### config.mk
export PLATFORM = sky130hd
export DESIGN_NAME = quad_decoder
export DESIGN_NICKNAME = d
export VERILOG_FILES = /design/src/shared/qe_pkg.sv /design/src/rtl/quad_decoder.sv
export SDC_FILE = /design/constraint.sdc
export NUM_CORES = 1
export LEC_CHECK = 0
export BUFFER_PORTS_ARGS = -buffer_cell sky130_fd_sc_hd__buf_4
export CORE_AREA = 2 2 116 118
export CTS_BUF_LIST = sky130_fd_sc_hd__clkbuf_8 sky130_fd_sc_hd__clkbuf_16
export CTS_CLUSTER_SIZE = 16
export DETAILED_ROUTE_END_ITERATION = 6
export DIE_AREA = 0 0 118 120
export GPL_TIMING_DRIVEN = 0
export PLACE_DENSITY = 0.75
export SYNTH_ARGS = -nofsm -noshare
export SYNTH_HDL_FRONTEND = slang
export SYNTH_SLANG_ARGS = --single-unit
export TNS_END_PERCENT = 50
### constraint.sdc
create_clock -name clk -period 3.9 [get_ports clk]
set_input_delay 0.39 -clock clk [delete_from_list [all_inputs] [get_ports clk]]
set_output_delay 0.39 -clock clk [all_outputs]
set_load 0.05 [all_outputs]
### src/shared/qe_pkg.sv
// Shared constants and carrier types for the quadrature decoder
package qe_pkg;
   // ======================================================
   // Register byte offsets
   localparam logic [5:0] OFS_CTRL   = 6'h00;
   localparam logic [5:0] OFS_FILT   = 6'h04;
   localparam logic [5:0] OFS_POS    = 6'h08;
   localparam logic [5:0] OFS_MAX    = 6'h0c;
   localparam logic [5:0] OFS_STATUS = 6'h10;
   // ======================================================
   // Control register fields
   localparam int CTL_ERR_BIT   = 15;
   localparam int CTL_SIDL_BIT  = 13;
   localparam int CTL_DIR_BIT   = 11;
   localparam int CTL_MODE_LSB  = 8;
   localparam int CTL_IRES_BIT  = 2;
   localparam int CTL_DSRC_BIT  = 0;
   // ======================================================
   // Filter register fields
   localparam int FLT_IMV_LSB   = 9;
   localparam int FLT_COUNT_ERROR_IRQ_DISABLE_BIT  = 8;
   localparam int FLT_OEN_BIT   = 7;
   localparam int FLT_DIV_LSB   = 4;
   // ======================================================
   // Status register fields and reset values
   localparam int STS_IRQ_BIT   = 0;
   localparam logic [15:0] POS_RESET = 16'h0000;
   localparam logic [15:0] MAX_RESET = 16'hffff;
   localparam int FILT_STABLE   = 3;
   // ======================================================
   // Mode codes
   typedef enum logic [2:0] {
      MODE_OFF     = 3'b000,
      MODE_TIMER   = 3'b001,
      MODE_X2_IDX  = 3'b100,
      MODE_X2_MAX  = 3'b101,
      MODE_X4_IDX  = 3'b110,
      MODE_X4_MAX  = 3'b111
   } decoder_mode_t;
   // ======================================================
   // Carriers
   typedef struct packed {
      logic        read;
      logic        write;
      logic [5:0]  address;
      logic [3:0]  byteenable;
      logic [31:0] writedata;
   } avmm_req_t;
   typedef struct packed {
      logic phase_a_in;
      logic phase_b_in;
      logic index_in;
   } enc_pins_t;
endpackage : qe_pkg
### src/rtl/quad_decoder.sv
// Quadrature encoder decoder with position counter and timer mode
//
// Chosen here: the Avalon-MM register port and the register addresses.
`timescale 1ns/1ps
// Notes on behaviour
// - A leading B means forward direction
// - Index modes: flag count error at limit
// - Error interrupt disable bit suppresses it
// - Keep counting after error, silent wrap
// - Error flag sticky, software read/write
// - Reset enable bit gates index reset
// - Index reset needs phase match, x4
// - x2 match picks phase and level
// - Index modes interrupt on index, not wrap
// - Direction on pin and status bit
// - x2 counts both edges of A only
// - Codes 100/110 index, 101/111 max reset
// - x4 counts every edge of A and B
// - Filter changes after three stable samples
// - Filter clock divided by three-bit field
// - Filtered path used only when enabled
// - Mode 001 is timer with period match
// - Mode change keeps count register
// - Timer direction from pin B or software
// - Direction one counts up, zero down
// - External clock synchronised before counting
// - Sleep halts counting and filtering; bus access stays live
// - Idle halts only when stop bit set
module quad_decoder #(
   parameter int CNT_W = 16
) (
   // Clock, reset, enable
   input  wire logic            clk,
   input  wire logic            sys_rst,
   input  wire logic            ce,
   // Power state
   input  wire logic            cpu_sleep,
   input  wire logic            cpu_idle,
   // Avalon-MM slave
   input  wire qe_pkg::avmm_req_t avs_req,
   output logic [31:0]          avs_readdata,
   output logic                 avs_waitrequest,
   // Encoder pins
   input  wire qe_pkg::enc_pins_t enc_pins,
   output logic                 count_direction,
   output logic                 module_irq_flag
);
   import qe_pkg::*;

   if (CNT_W != 16) begin : g_cnt_w_check
      $error("CNT_W must be 16");
   end

   // ======================================================
   // Register state
   logic             count_error_flag_q, stop_in_idle_q, sw_dir_q;
   logic             index_reset_enable_q, direction_source_sel_q;
   decoder_mode_t    decoder_mode_sel_q;
   logic [1:0]       index_match_value_q;
   logic             count_error_irq_disable_q, filter_output_enable_q;
   logic [2:0]       filter_clock_div_q;
   logic [15:0]      position_count_reg_q, max_count_reg_q;
   logic             irq_q, resp_q;
   logic [31:0]      rdata_q;

   function automatic logic [15:0] merge(input logic [15:0] old, input logic [31:0] wd,
                                         input logic [3:0] be);
      merge = {be[1] ? wd[15:8] : old[15:8], be[0] ? wd[7:0] : old[7:0]};
   endfunction : merge

   // ======================================================
   // Bus handshake: one wait cycle, then accept
   logic req, acc, wr_acc;
   assign req             = avs_req.read | avs_req.write;
   assign avs_waitrequest = req & ~(resp_q & ce);
   assign acc             = req & resp_q & ce;
   assign wr_acc          = acc & avs_req.write;
   assign avs_readdata    = rdata_q;

   always_ff @(posedge clk or posedge sys_rst) begin
      if (sys_rst) begin
         resp_q <= 1'b0;
      end else if (ce) begin
         resp_q <= req & ~resp_q;
      end
   end

   function automatic logic wr_at(input logic [5:0] ofs);
      wr_at = wr_acc & (avs_req.address == ofs);
   endfunction : wr_at

   logic [15:0] ctrl_wd;
   assign ctrl_wd = merge(16'h0000, avs_req.writedata, avs_req.byteenable);

   // ======================================================
   // Pin synchronisers
   enc_pins_t s1_q, s2_q;
   always_ff @(posedge clk or posedge sys_rst) begin
      if (sys_rst) begin
         s1_q <= '0;
         s2_q <= '0;
      end else if (ce) begin
         s1_q <= enc_pins;
         s2_q <= s1_q;
      end
   end

   // ======================================================
   // Run gating: sleep always stops, idle only if asked
   logic run;
   assign run = ce & ~cpu_sleep & ~(cpu_idle & stop_in_idle_q);

   // ======================================================
   // Filter clock divider
   logic [6:0] div_cnt_q;
   logic       ftick;
   assign ftick = (div_cnt_q == 7'((8'h01 << filter_clock_div_q) - 8'h01));
   always_ff @(posedge clk or posedge sys_rst) begin
      if (sys_rst) begin
         div_cnt_q <= '0;
      end else if (run) begin
         div_cnt_q <= ftick ? 7'h00 : div_cnt_q + 7'h01;
      end
   end

   // ======================================================
   // Three-sample filters
   logic [2:0] raw, filt_q, sel;
   logic [1:0] hist_q [3];
   assign raw = {s2_q.phase_a_in, s2_q.phase_b_in, s2_q.index_in};

   always_ff @(posedge clk or posedge sys_rst) begin
      if (sys_rst) begin
         filt_q <= '0;
         for (int i = 0; i < 3; i++) hist_q[i] <= '0;
      end else if (run && ftick) begin
         for (int i = 0; i < 3; i++) begin
            hist_q[i] <= {hist_q[i][0], raw[i]};
            if (hist_q[i] == {2{raw[i]}}) filt_q[i] <= raw[i];
         end
      end
   end

   // Filters off after reset, so the raw synced pins are used
   assign sel = filter_output_enable_q ? filt_q : raw;

   // ======================================================
   // Edge and direction decoding
   logic a_q, b_q, a_n, b_n, a_edge, b_edge, enc_up, cnt_pulse;
   logic enc_mode, x4, idx_mode, max_mode, tmr_mode;
   assign a_n      = sel[2];
   assign b_n      = sel[1];
   assign a_edge   = a_n ^ a_q;
   assign b_edge   = b_n ^ b_q;
   assign enc_up   = a_n ^ b_q;
   assign enc_mode = decoder_mode_sel_q[2];
   assign x4       = decoder_mode_sel_q[1];
   assign idx_mode = enc_mode & ~decoder_mode_sel_q[0];
   assign max_mode = enc_mode & decoder_mode_sel_q[0];
   assign tmr_mode = (decoder_mode_sel_q == MODE_TIMER);
   assign cnt_pulse = enc_mode & (x4 ? (a_edge | b_edge) : a_edge);

   // Encoder direction latched on every A or B edge, counted or not
   logic enc_dir_q, tmr_up, cur_up;
   always_ff @(posedge clk or posedge sys_rst) begin
      if (sys_rst) begin
         enc_dir_q <= 1'b0;
      end else if (run && enc_mode && (a_edge || b_edge)) begin
         enc_dir_q <= enc_up;
      end
   end
   assign tmr_up = direction_source_sel_q ? b_n : sw_dir_q;
   assign cur_up = tmr_mode ? tmr_up : enc_dir_q;
   assign count_direction = cur_up;

   // ======================================================
   // Index qualification
   logic idx_match, idx_qual, idx_qual_q, idx_event;
   assign idx_match = x4 ?
      ((b_n == index_match_value_q[1]) && (a_n == index_match_value_q[0])) :
      ((index_match_value_q[1] ? b_n : a_n) == index_match_value_q[0]);
   assign idx_qual  = sel[0] & idx_match;
   assign idx_event = idx_mode & idx_qual & ~idx_qual_q;

   always_ff @(posedge clk or posedge sys_rst) begin
      if (sys_rst) begin
         a_q        <= 1'b0;
         b_q        <= 1'b0;
         idx_qual_q <= 1'b0;
      end else if (run) begin
         a_q        <= a_n;
         b_q        <= b_n;
         idx_qual_q <= idx_qual;
      end
   end

   // ======================================================
   // Position counter and events
   logic tmr_tick, err_hit, wrap_evt;
   assign tmr_tick = tmr_mode & a_n & ~a_q;
   assign err_hit  = idx_mode & cnt_pulse &
                     (enc_up ? (position_count_reg_q == 16'hffff)
                             : (position_count_reg_q == max_count_reg_q + 16'h0001));

   logic [15:0] pos_d;
   logic        per_evt, wrap_cnt, step_up;
   assign step_up  = tmr_mode ? tmr_up : enc_up;
   assign wrap_cnt = (max_mode & cnt_pulse) | tmr_tick;
   assign per_evt  = wrap_cnt & (step_up ? (position_count_reg_q == max_count_reg_q)
                                         : (position_count_reg_q == 16'h0000));
   always_comb begin
      if (idx_event && index_reset_enable_q) begin
         pos_d = 16'h0000;
      end else if (per_evt) begin
         pos_d = step_up ? 16'h0000 : max_count_reg_q;
      end else if (cnt_pulse || tmr_tick) begin
         // Natural wrap in index modes stays silent
         pos_d = step_up ? position_count_reg_q + 16'h0001
                         : position_count_reg_q - 16'h0001;
      end else begin
         pos_d = position_count_reg_q;
      end
   end
   assign wrap_evt = per_evt | idx_event | (err_hit & ~count_error_irq_disable_q);

   // Mode writes never touch the count register
   always_ff @(posedge clk or posedge sys_rst) begin
      if (sys_rst) begin
         position_count_reg_q <= POS_RESET;
         max_count_reg_q      <= MAX_RESET;
      end else if (ce) begin
         if (wr_at(OFS_POS)) begin
            position_count_reg_q <= merge(position_count_reg_q, avs_req.writedata,
                                          avs_req.byteenable);
         end else if (run) begin
            position_count_reg_q <= pos_d;
         end
         if (wr_at(OFS_MAX)) begin
            max_count_reg_q <= merge(max_count_reg_q, avs_req.writedata, avs_req.byteenable);
         end
      end
   end

   // ======================================================
   // Sticky flags: a hardware set beats a software clear
   always_ff @(posedge clk or posedge sys_rst) begin
      if (sys_rst) begin
         count_error_flag_q <= 1'b0;
         irq_q              <= 1'b0;
      end else if (ce) begin
         if (run && err_hit) begin
            count_error_flag_q <= 1'b1;
         end else if (wr_at(OFS_CTRL) && avs_req.byteenable[1]) begin
            count_error_flag_q <= ctrl_wd[CTL_ERR_BIT];
         end
         if (run && wrap_evt) begin
            irq_q <= 1'b1;
         end else if (wr_at(OFS_STATUS) && avs_req.byteenable[0]) begin
            irq_q <= avs_req.writedata[STS_IRQ_BIT];
         end
      end
   end
   assign module_irq_flag = irq_q;

   // ======================================================
   // Control and filter registers
   always_ff @(posedge clk or posedge sys_rst) begin
      if (sys_rst) begin
         stop_in_idle_q            <= 1'b0;
         sw_dir_q                  <= 1'b0;
         decoder_mode_sel_q        <= MODE_OFF;
         index_reset_enable_q      <= 1'b0;
         direction_source_sel_q    <= 1'b0;
         index_match_value_q       <= 2'b00;
         count_error_irq_disable_q <= 1'b0;
         filter_output_enable_q    <= 1'b0;
         filter_clock_div_q        <= 3'b000;
      end else if (wr_at(OFS_CTRL)) begin
         if (avs_req.byteenable[1]) begin
            stop_in_idle_q     <= ctrl_wd[CTL_SIDL_BIT];
            sw_dir_q           <= ctrl_wd[CTL_DIR_BIT];
            decoder_mode_sel_q <= decoder_mode_t'(ctrl_wd[CTL_MODE_LSB +: 3]);
         end
         if (avs_req.byteenable[0]) begin
            index_reset_enable_q   <= ctrl_wd[CTL_IRES_BIT];
            direction_source_sel_q <= ctrl_wd[CTL_DSRC_BIT];
         end
      end else if (wr_at(OFS_FILT)) begin
         if (avs_req.byteenable[1]) begin
            index_match_value_q       <= ctrl_wd[FLT_IMV_LSB +: 2];
            count_error_irq_disable_q <= ctrl_wd[FLT_COUNT_ERROR_IRQ_DISABLE_BIT];
         end
         if (avs_req.byteenable[0]) begin
            filter_output_enable_q <= ctrl_wd[FLT_OEN_BIT];
            filter_clock_div_q     <= ctrl_wd[FLT_DIV_LSB +: 3];
         end
      end
   end

   // ======================================================
   // Read data, captured in the wait cycle
   logic [15:0] ctrl_rd, filt_rd;
   always_comb begin
      ctrl_rd = 16'h0000;
      ctrl_rd[CTL_ERR_BIT]         = count_error_flag_q;
      ctrl_rd[CTL_SIDL_BIT]        = stop_in_idle_q;
      ctrl_rd[CTL_DIR_BIT]         = cur_up;
      ctrl_rd[CTL_MODE_LSB +: 3]   = decoder_mode_sel_q;
      ctrl_rd[CTL_IRES_BIT]        = index_reset_enable_q;
      ctrl_rd[CTL_DSRC_BIT]        = direction_source_sel_q;
      filt_rd = 16'h0000;
      filt_rd[FLT_IMV_LSB +: 2]    = index_match_value_q;
      filt_rd[FLT_COUNT_ERROR_IRQ_DISABLE_BIT]        = count_error_irq_disable_q;
      filt_rd[FLT_OEN_BIT]         = filter_output_enable_q;
      filt_rd[FLT_DIV_LSB +: 3]    = filter_clock_div_q;
   end

   always_ff @(posedge clk or posedge sys_rst) begin
      if (sys_rst) begin
         rdata_q <= 32'h0000_0000;
      end else if (ce && avs_req.read && !resp_q) begin
         if (avs_req.address == OFS_CTRL) begin
            rdata_q <= {16'h0000, ctrl_rd};
         end else if (avs_req.address == OFS_FILT) begin
            rdata_q <= {16'h0000, filt_rd};
         end else if (avs_req.address == OFS_POS) begin
            rdata_q <= {16'h0000, position_count_reg_q};
         end else if (avs_req.address == OFS_MAX) begin
            rdata_q <= {16'h0000, max_count_reg_q};
         end else if (avs_req.address == OFS_STATUS) begin
            rdata_q <= {31'h0000_0000, irq_q};
         end else begin
            rdata_q <= 32'h0000_0000;
         end
      end
   end

   // ======================================================
   // Checks
   AST_ERR_SET: assert property (@(posedge clk) disable iff (sys_rst)
      run && err_hit |=> count_error_flag_q) else $error("count error not flagged");
   AST_COUNT_ERROR_IRQ_DISABLE: assert property (@(posedge clk) disable iff (sys_rst)
      run && err_hit && count_error_irq_disable_q && !idx_event && !per_evt && !irq_q
      |=> !irq_q) else $error("disabled error raised irq");
   AST_IDX_RST: assert property (@(posedge clk) disable iff (sys_rst)
      run && idx_event && index_reset_enable_q && !wr_at(OFS_POS)
      |=> position_count_reg_q == 16'h0000 && irq_q) else $error("index reset missed");
   AST_X2_A_ONLY: assert property (@(posedge clk) disable iff (sys_rst)
      enc_mode && !x4 && !a_edge |-> !cnt_pulse) else $error("x2 counted B edge");
   AST_MAX_WRAP: assert property (@(posedge clk) disable iff (sys_rst)
      run && max_mode && cnt_pulse && enc_up && position_count_reg_q == max_count_reg_q
      && !wr_at(OFS_POS) |=> position_count_reg_q == 16'h0000 && irq_q)
      else $error("max wrap wrong");
   AST_TMR_UP: assert property (@(posedge clk) disable iff (sys_rst)
      run && tmr_tick && tmr_up && position_count_reg_q != max_count_reg_q
      && !wr_at(OFS_POS)
      |=> position_count_reg_q == $past(position_count_reg_q) + 16'h0001)
      else $error("timer did not count up");
   AST_SLEEP_HOLD: assert property (@(posedge clk) disable iff (sys_rst)
      cpu_sleep && !wr_at(OFS_POS) |=> $stable(position_count_reg_q))
      else $error("count moved in sleep");
   AST_FILT_HOLD: assert property (@(posedge clk) disable iff (sys_rst)
      run && ftick && hist_q[2] != {2{raw[2]}} |=> $stable(filt_q[2]))
      else $error("filter changed early");
   AST_IRQ_STICKY: assert property (@(posedge clk) disable iff (sys_rst)
      irq_q && !wr_at(OFS_STATUS) |=> irq_q) else $error("irq flag dropped");
endmodule : quad_decoder

==> impl_metrics.tcl <==
set metrics [dict create \
    wl_um 19100 \
    antenna_found_initial 0 \
    finalSetupViolations 0 \
    cts_tree "yes" \
    ys_types 79 \
    internal_power_mw 2.39 \
    seq_area_frac_synth 0.345 \
    rsz0062_at_grt "false" \
    io_buffers 51 \
    utilization 0.596 \
    combinationalPowerShare 0.487 \
    hpwl_um 14300 \
    start_util 0.513 \
    die_x_um 118 \
    clock-root-buffer "clkbuf_16" \
    fillers 1144 \
    synth_edf_count 0 \
    synthMostInstantiatedCell "nand2_1" \
    finalSetupTns_ns 0 \
    multi_input_area_um2 4040 \
    synthArstFlopShare 1.00 \
    grt_pass1_vias 5473 \
    cp.required_ns 4.17 \
    h-tree-depth 3 \
    ios 87 \
    fin_hold_ws_ns 0.0874 \
    drive_gt1_frac 0.258 \
    die_h_um 120 \
    dieArea_um2 14200 \
    vdd_drop_max_mv 0.291 \
    p_switching_mw 1.65 \
    row_count 42 \
    cap_violations 0 \
    power_density_nw_per_um2 523 \
    clock_path_buffers 2 \
    synth-main-ff-cell "dfrtp_1" \
    viasPerCell 5.86 \
    seqPwrFrac 0.310 \
    drt-initial-drc-count 684 \
    period_needed_ns 3.67 \
    arrival_ns 3.95 \
    syn_area_per_cell_um2 9.29 \
    track_usage 0.274 \
    numCtsBuffers 9 \
    diodes 0 \
    routedWlPerCell_um 19.5 \
    dr.pass1.iters 5 \
    grt.overflow.total 0 \
    yosys-top-cells-area "dfrtp_1 28%, mux2_2 7.9%, dfstp_2 6.3%, nand2_1 5.0%, xnor2_1 4.9%" \
    start_kind "flip-flop" \
    relSlewSlack 0.563 \
    worstSkewPairLatency_ns 0.35 \
    grt_pass1_wl_um 29900 \
    max_freq_mhz 272 \
    crit_type "reg2reg" \
    min_path_type "in2async" \
    clock_sinks 91 \
    switching_share 0.408 \
    syn_to_final_growth_pct 16.1 \
    p_total_mw 4.04 \
    synth-seq-cells 91 \
    ctsHoldBuffers 0 \
    gp_congestion 0.910 \
    worstPathMaxFanout 23 \
    worst_pin_slew_ns 0.656 \
    endpoint_kind "flip-flop" \
    netlist_instances 717 \
    synth_top_area_share 0.282 \
    post-route-period-util 0.942 \
    fin_area_um2 7730 \
    seq_area_um2 2300 \
    hold_viol_final 0 \
    status "finished, final reports clean" \
    yosysWarnings 0 \
    layout.nets 870 \
    drc 0 \
    vias 5754 \
    power_frac_clock 0.203 \
    skew_ns 0.00853 \
    place_area_um2 7350 \
    path_clk_slew_ns 0.07 \
    power.leakage_nw 3.28 \
    grt_start_max_net_pins 52 \
    synth_area_um2 6660 \
    synth_common_cells "88 x nand2_1, 75 x dfrtp_1, 47 x mux2_2, 46 x nor2_1, 44 x o21ai_0" \
    ant_nets 0 \
    fp.coreArea_um2 13000 \
    yosys.area.top_type "dfrtp_1" \
    slew_viol_final 0 \
]
final cells by class:
cell class	instances	area share
repair buffers	59	0.0599
multi-input cells	564	0.523
clock inverters	6	0.00453
plain buffers	65	0.0505
inverters	11	0.00566
well taps	176	0.0285
flip-flops and latches	91	0.297
clock buffers	10	0.0309
power groups by stage:
stage                     Combinational (mW)  Sequential [mW]  Clock, mW
after floorplan                         1.46             1.21          0
after global placement                  1.80             1.25          0
after detailed placement                1.87             1.26          0
after CTS                               1.91             1.24      0.832
after global routing                    2.15             1.27      0.871
final                                   1.97             1.25      0.821
metrics by stage:
stage	cells	setup slack (ns)
2_1_floorplan	732	0.177
3_5_place_dp	960	-0.707
3_3_place_gp	959	-0.609
5_1_grt	982	0.0258
4_1_cts	976	0.0539
6_report	982	0.227
critical path: stages (launching register included):
cell,delay (ns)
dfrtp_1,0.34
buf_6,0.16
mux2i_4,0.32
xnor2_4,0.18
a21oi_4,0.28
buf_12,0.20
ha_1,0.27
a211oi_2,0.30
o21ai_1,0.18
a2111oi_4,0.48
buf_4,0.19
o31ai_1,0.07
a21oi_1,0.19
xnor2_1,0.15
nand3b_1,0.10
a31oi_1,0.19
final timing paths:
check / depth (start not counted) / to / slack (ns) / startpoint
setup / recovery: 15 / position_count_reg_q[11]$_DFFE_PP0P_ / 0.23 / filter_output_enable_q$_DFFE_PP0P_
hold / removal: 2 / div_cnt_q[2]$_DFFE_PP0P_ / 0.09 / sys_rst
setup reg to reg: 15 / position_count_reg_q[11]$_DFFE_PP0P_ / 0.23 / filter_output_enable_q$_DFFE_PP0P_
hold reg to reg: 2 / avs_readdata[3]$_DFFE_PP0P_ / 0.48 / avs_readdata[3]$_DFFE_PP0P_
max in group asynchronous: 3 / max_count_reg_q[13]$_DFFE_PP1P_ / 3.12 / sys_rst
min in group clk: 2 / s1_q[2]$_DFFE_PP0P_ / 0.27 / enc_pins[2]
what timing repair did:
| item | in CTS | in global routing |
|---|---|---|
| endpoints found under the setup margin | 8 | 6 |
| gates resized for setup | 5 | 7 |
| gates cloned | 0 | 0 |
| buffers inserted | 0 | 7 |
| hold endpoints to repair | 0 | 0 |
| pin swaps | 0 | 2 |
layer usage:
layer | routed length [um] | global-route usage
met5 | 0 | 0
met4 | 414 | 0.0858
met1 | 8510 | 0.376
met2 | 8750 | 0.437
met3 | 1430 | 0.0556
registers in the layout (all words and copies together), names as in the netlist, 2 cells and up:
register / cells
filt_q: 3
index_match_value_q: 2
raw: 3
hist_q: 6
decoder_mode_sel_q: 3
s1_q: 3
avs_readdata: 16
filter_clock_div_q: 3
position_count_reg_q: 16
max_count_reg_q: 16
div_cnt_q: 7
cells by family after synthesis:
group / count (synthesis) / share of synthesized area
AOI/OAI and AO/OA: 166 / 0.178
xor gates and xnor gates: 51 / 0.0693
adders and majority gates: 17 / 0.0331
buffers and inverters: 77 / 0.0629
DFF: 91 / 0.345
muxes: 82 / 0.142
other: 1 / 0.000563
and+or+nand+nor: 232 / 0.170
cell usage in the layout, fill, tap and decap left out, types with 4 or more instances in the layout:
cell type | synthesis | final
conb_1 | 1 | 16
nor3_1 | 9 | 9
nand2_1 | 88 | 88
a21oi_2 | 7 | 6
dfstp_2 | 16 | 16
and2_1 | 4 | 4
clkbuf_1 | 30 | 28
mux2_2 | 47 | 47
buf_4 | 18 | 76
mux2i_1 | 29 | 29
a31oi_1 | 12 | 12
nor2_2 | 4 | 4
nor2b_1 | 5 | 5
nand2b_1 | 6 | 6
dfrtp_1 | 75 | 74
nand3b_1 | 5 | 5
inv_1 | 11 | 13
a21o_1 | 8 | 8
and4_1 | 6 | 6
nand4_1 | 11 | 11
or3_1 | 6 | 6
a22oi_1 | 17 | 17
nor2_1 | 46 | 46
xnor2_1 | 37 | 37
a22o_1 | 4 | 4
o31ai_1 | 6 | 6
o21ai_0 | 44 | 44
clkbuf_16 | 0 | 9
nand3_1 | 16 | 16
buf_1 | 5 | 5
buf_2 | 4 | 4
nor4_1 | 9 | 9
xor2_1 | 12 | 12
buf_6 | 4 | 4
a21oi_1 | 30 | 30
ha_1 | 16 | 16
(Power assumes the default switching activity.)
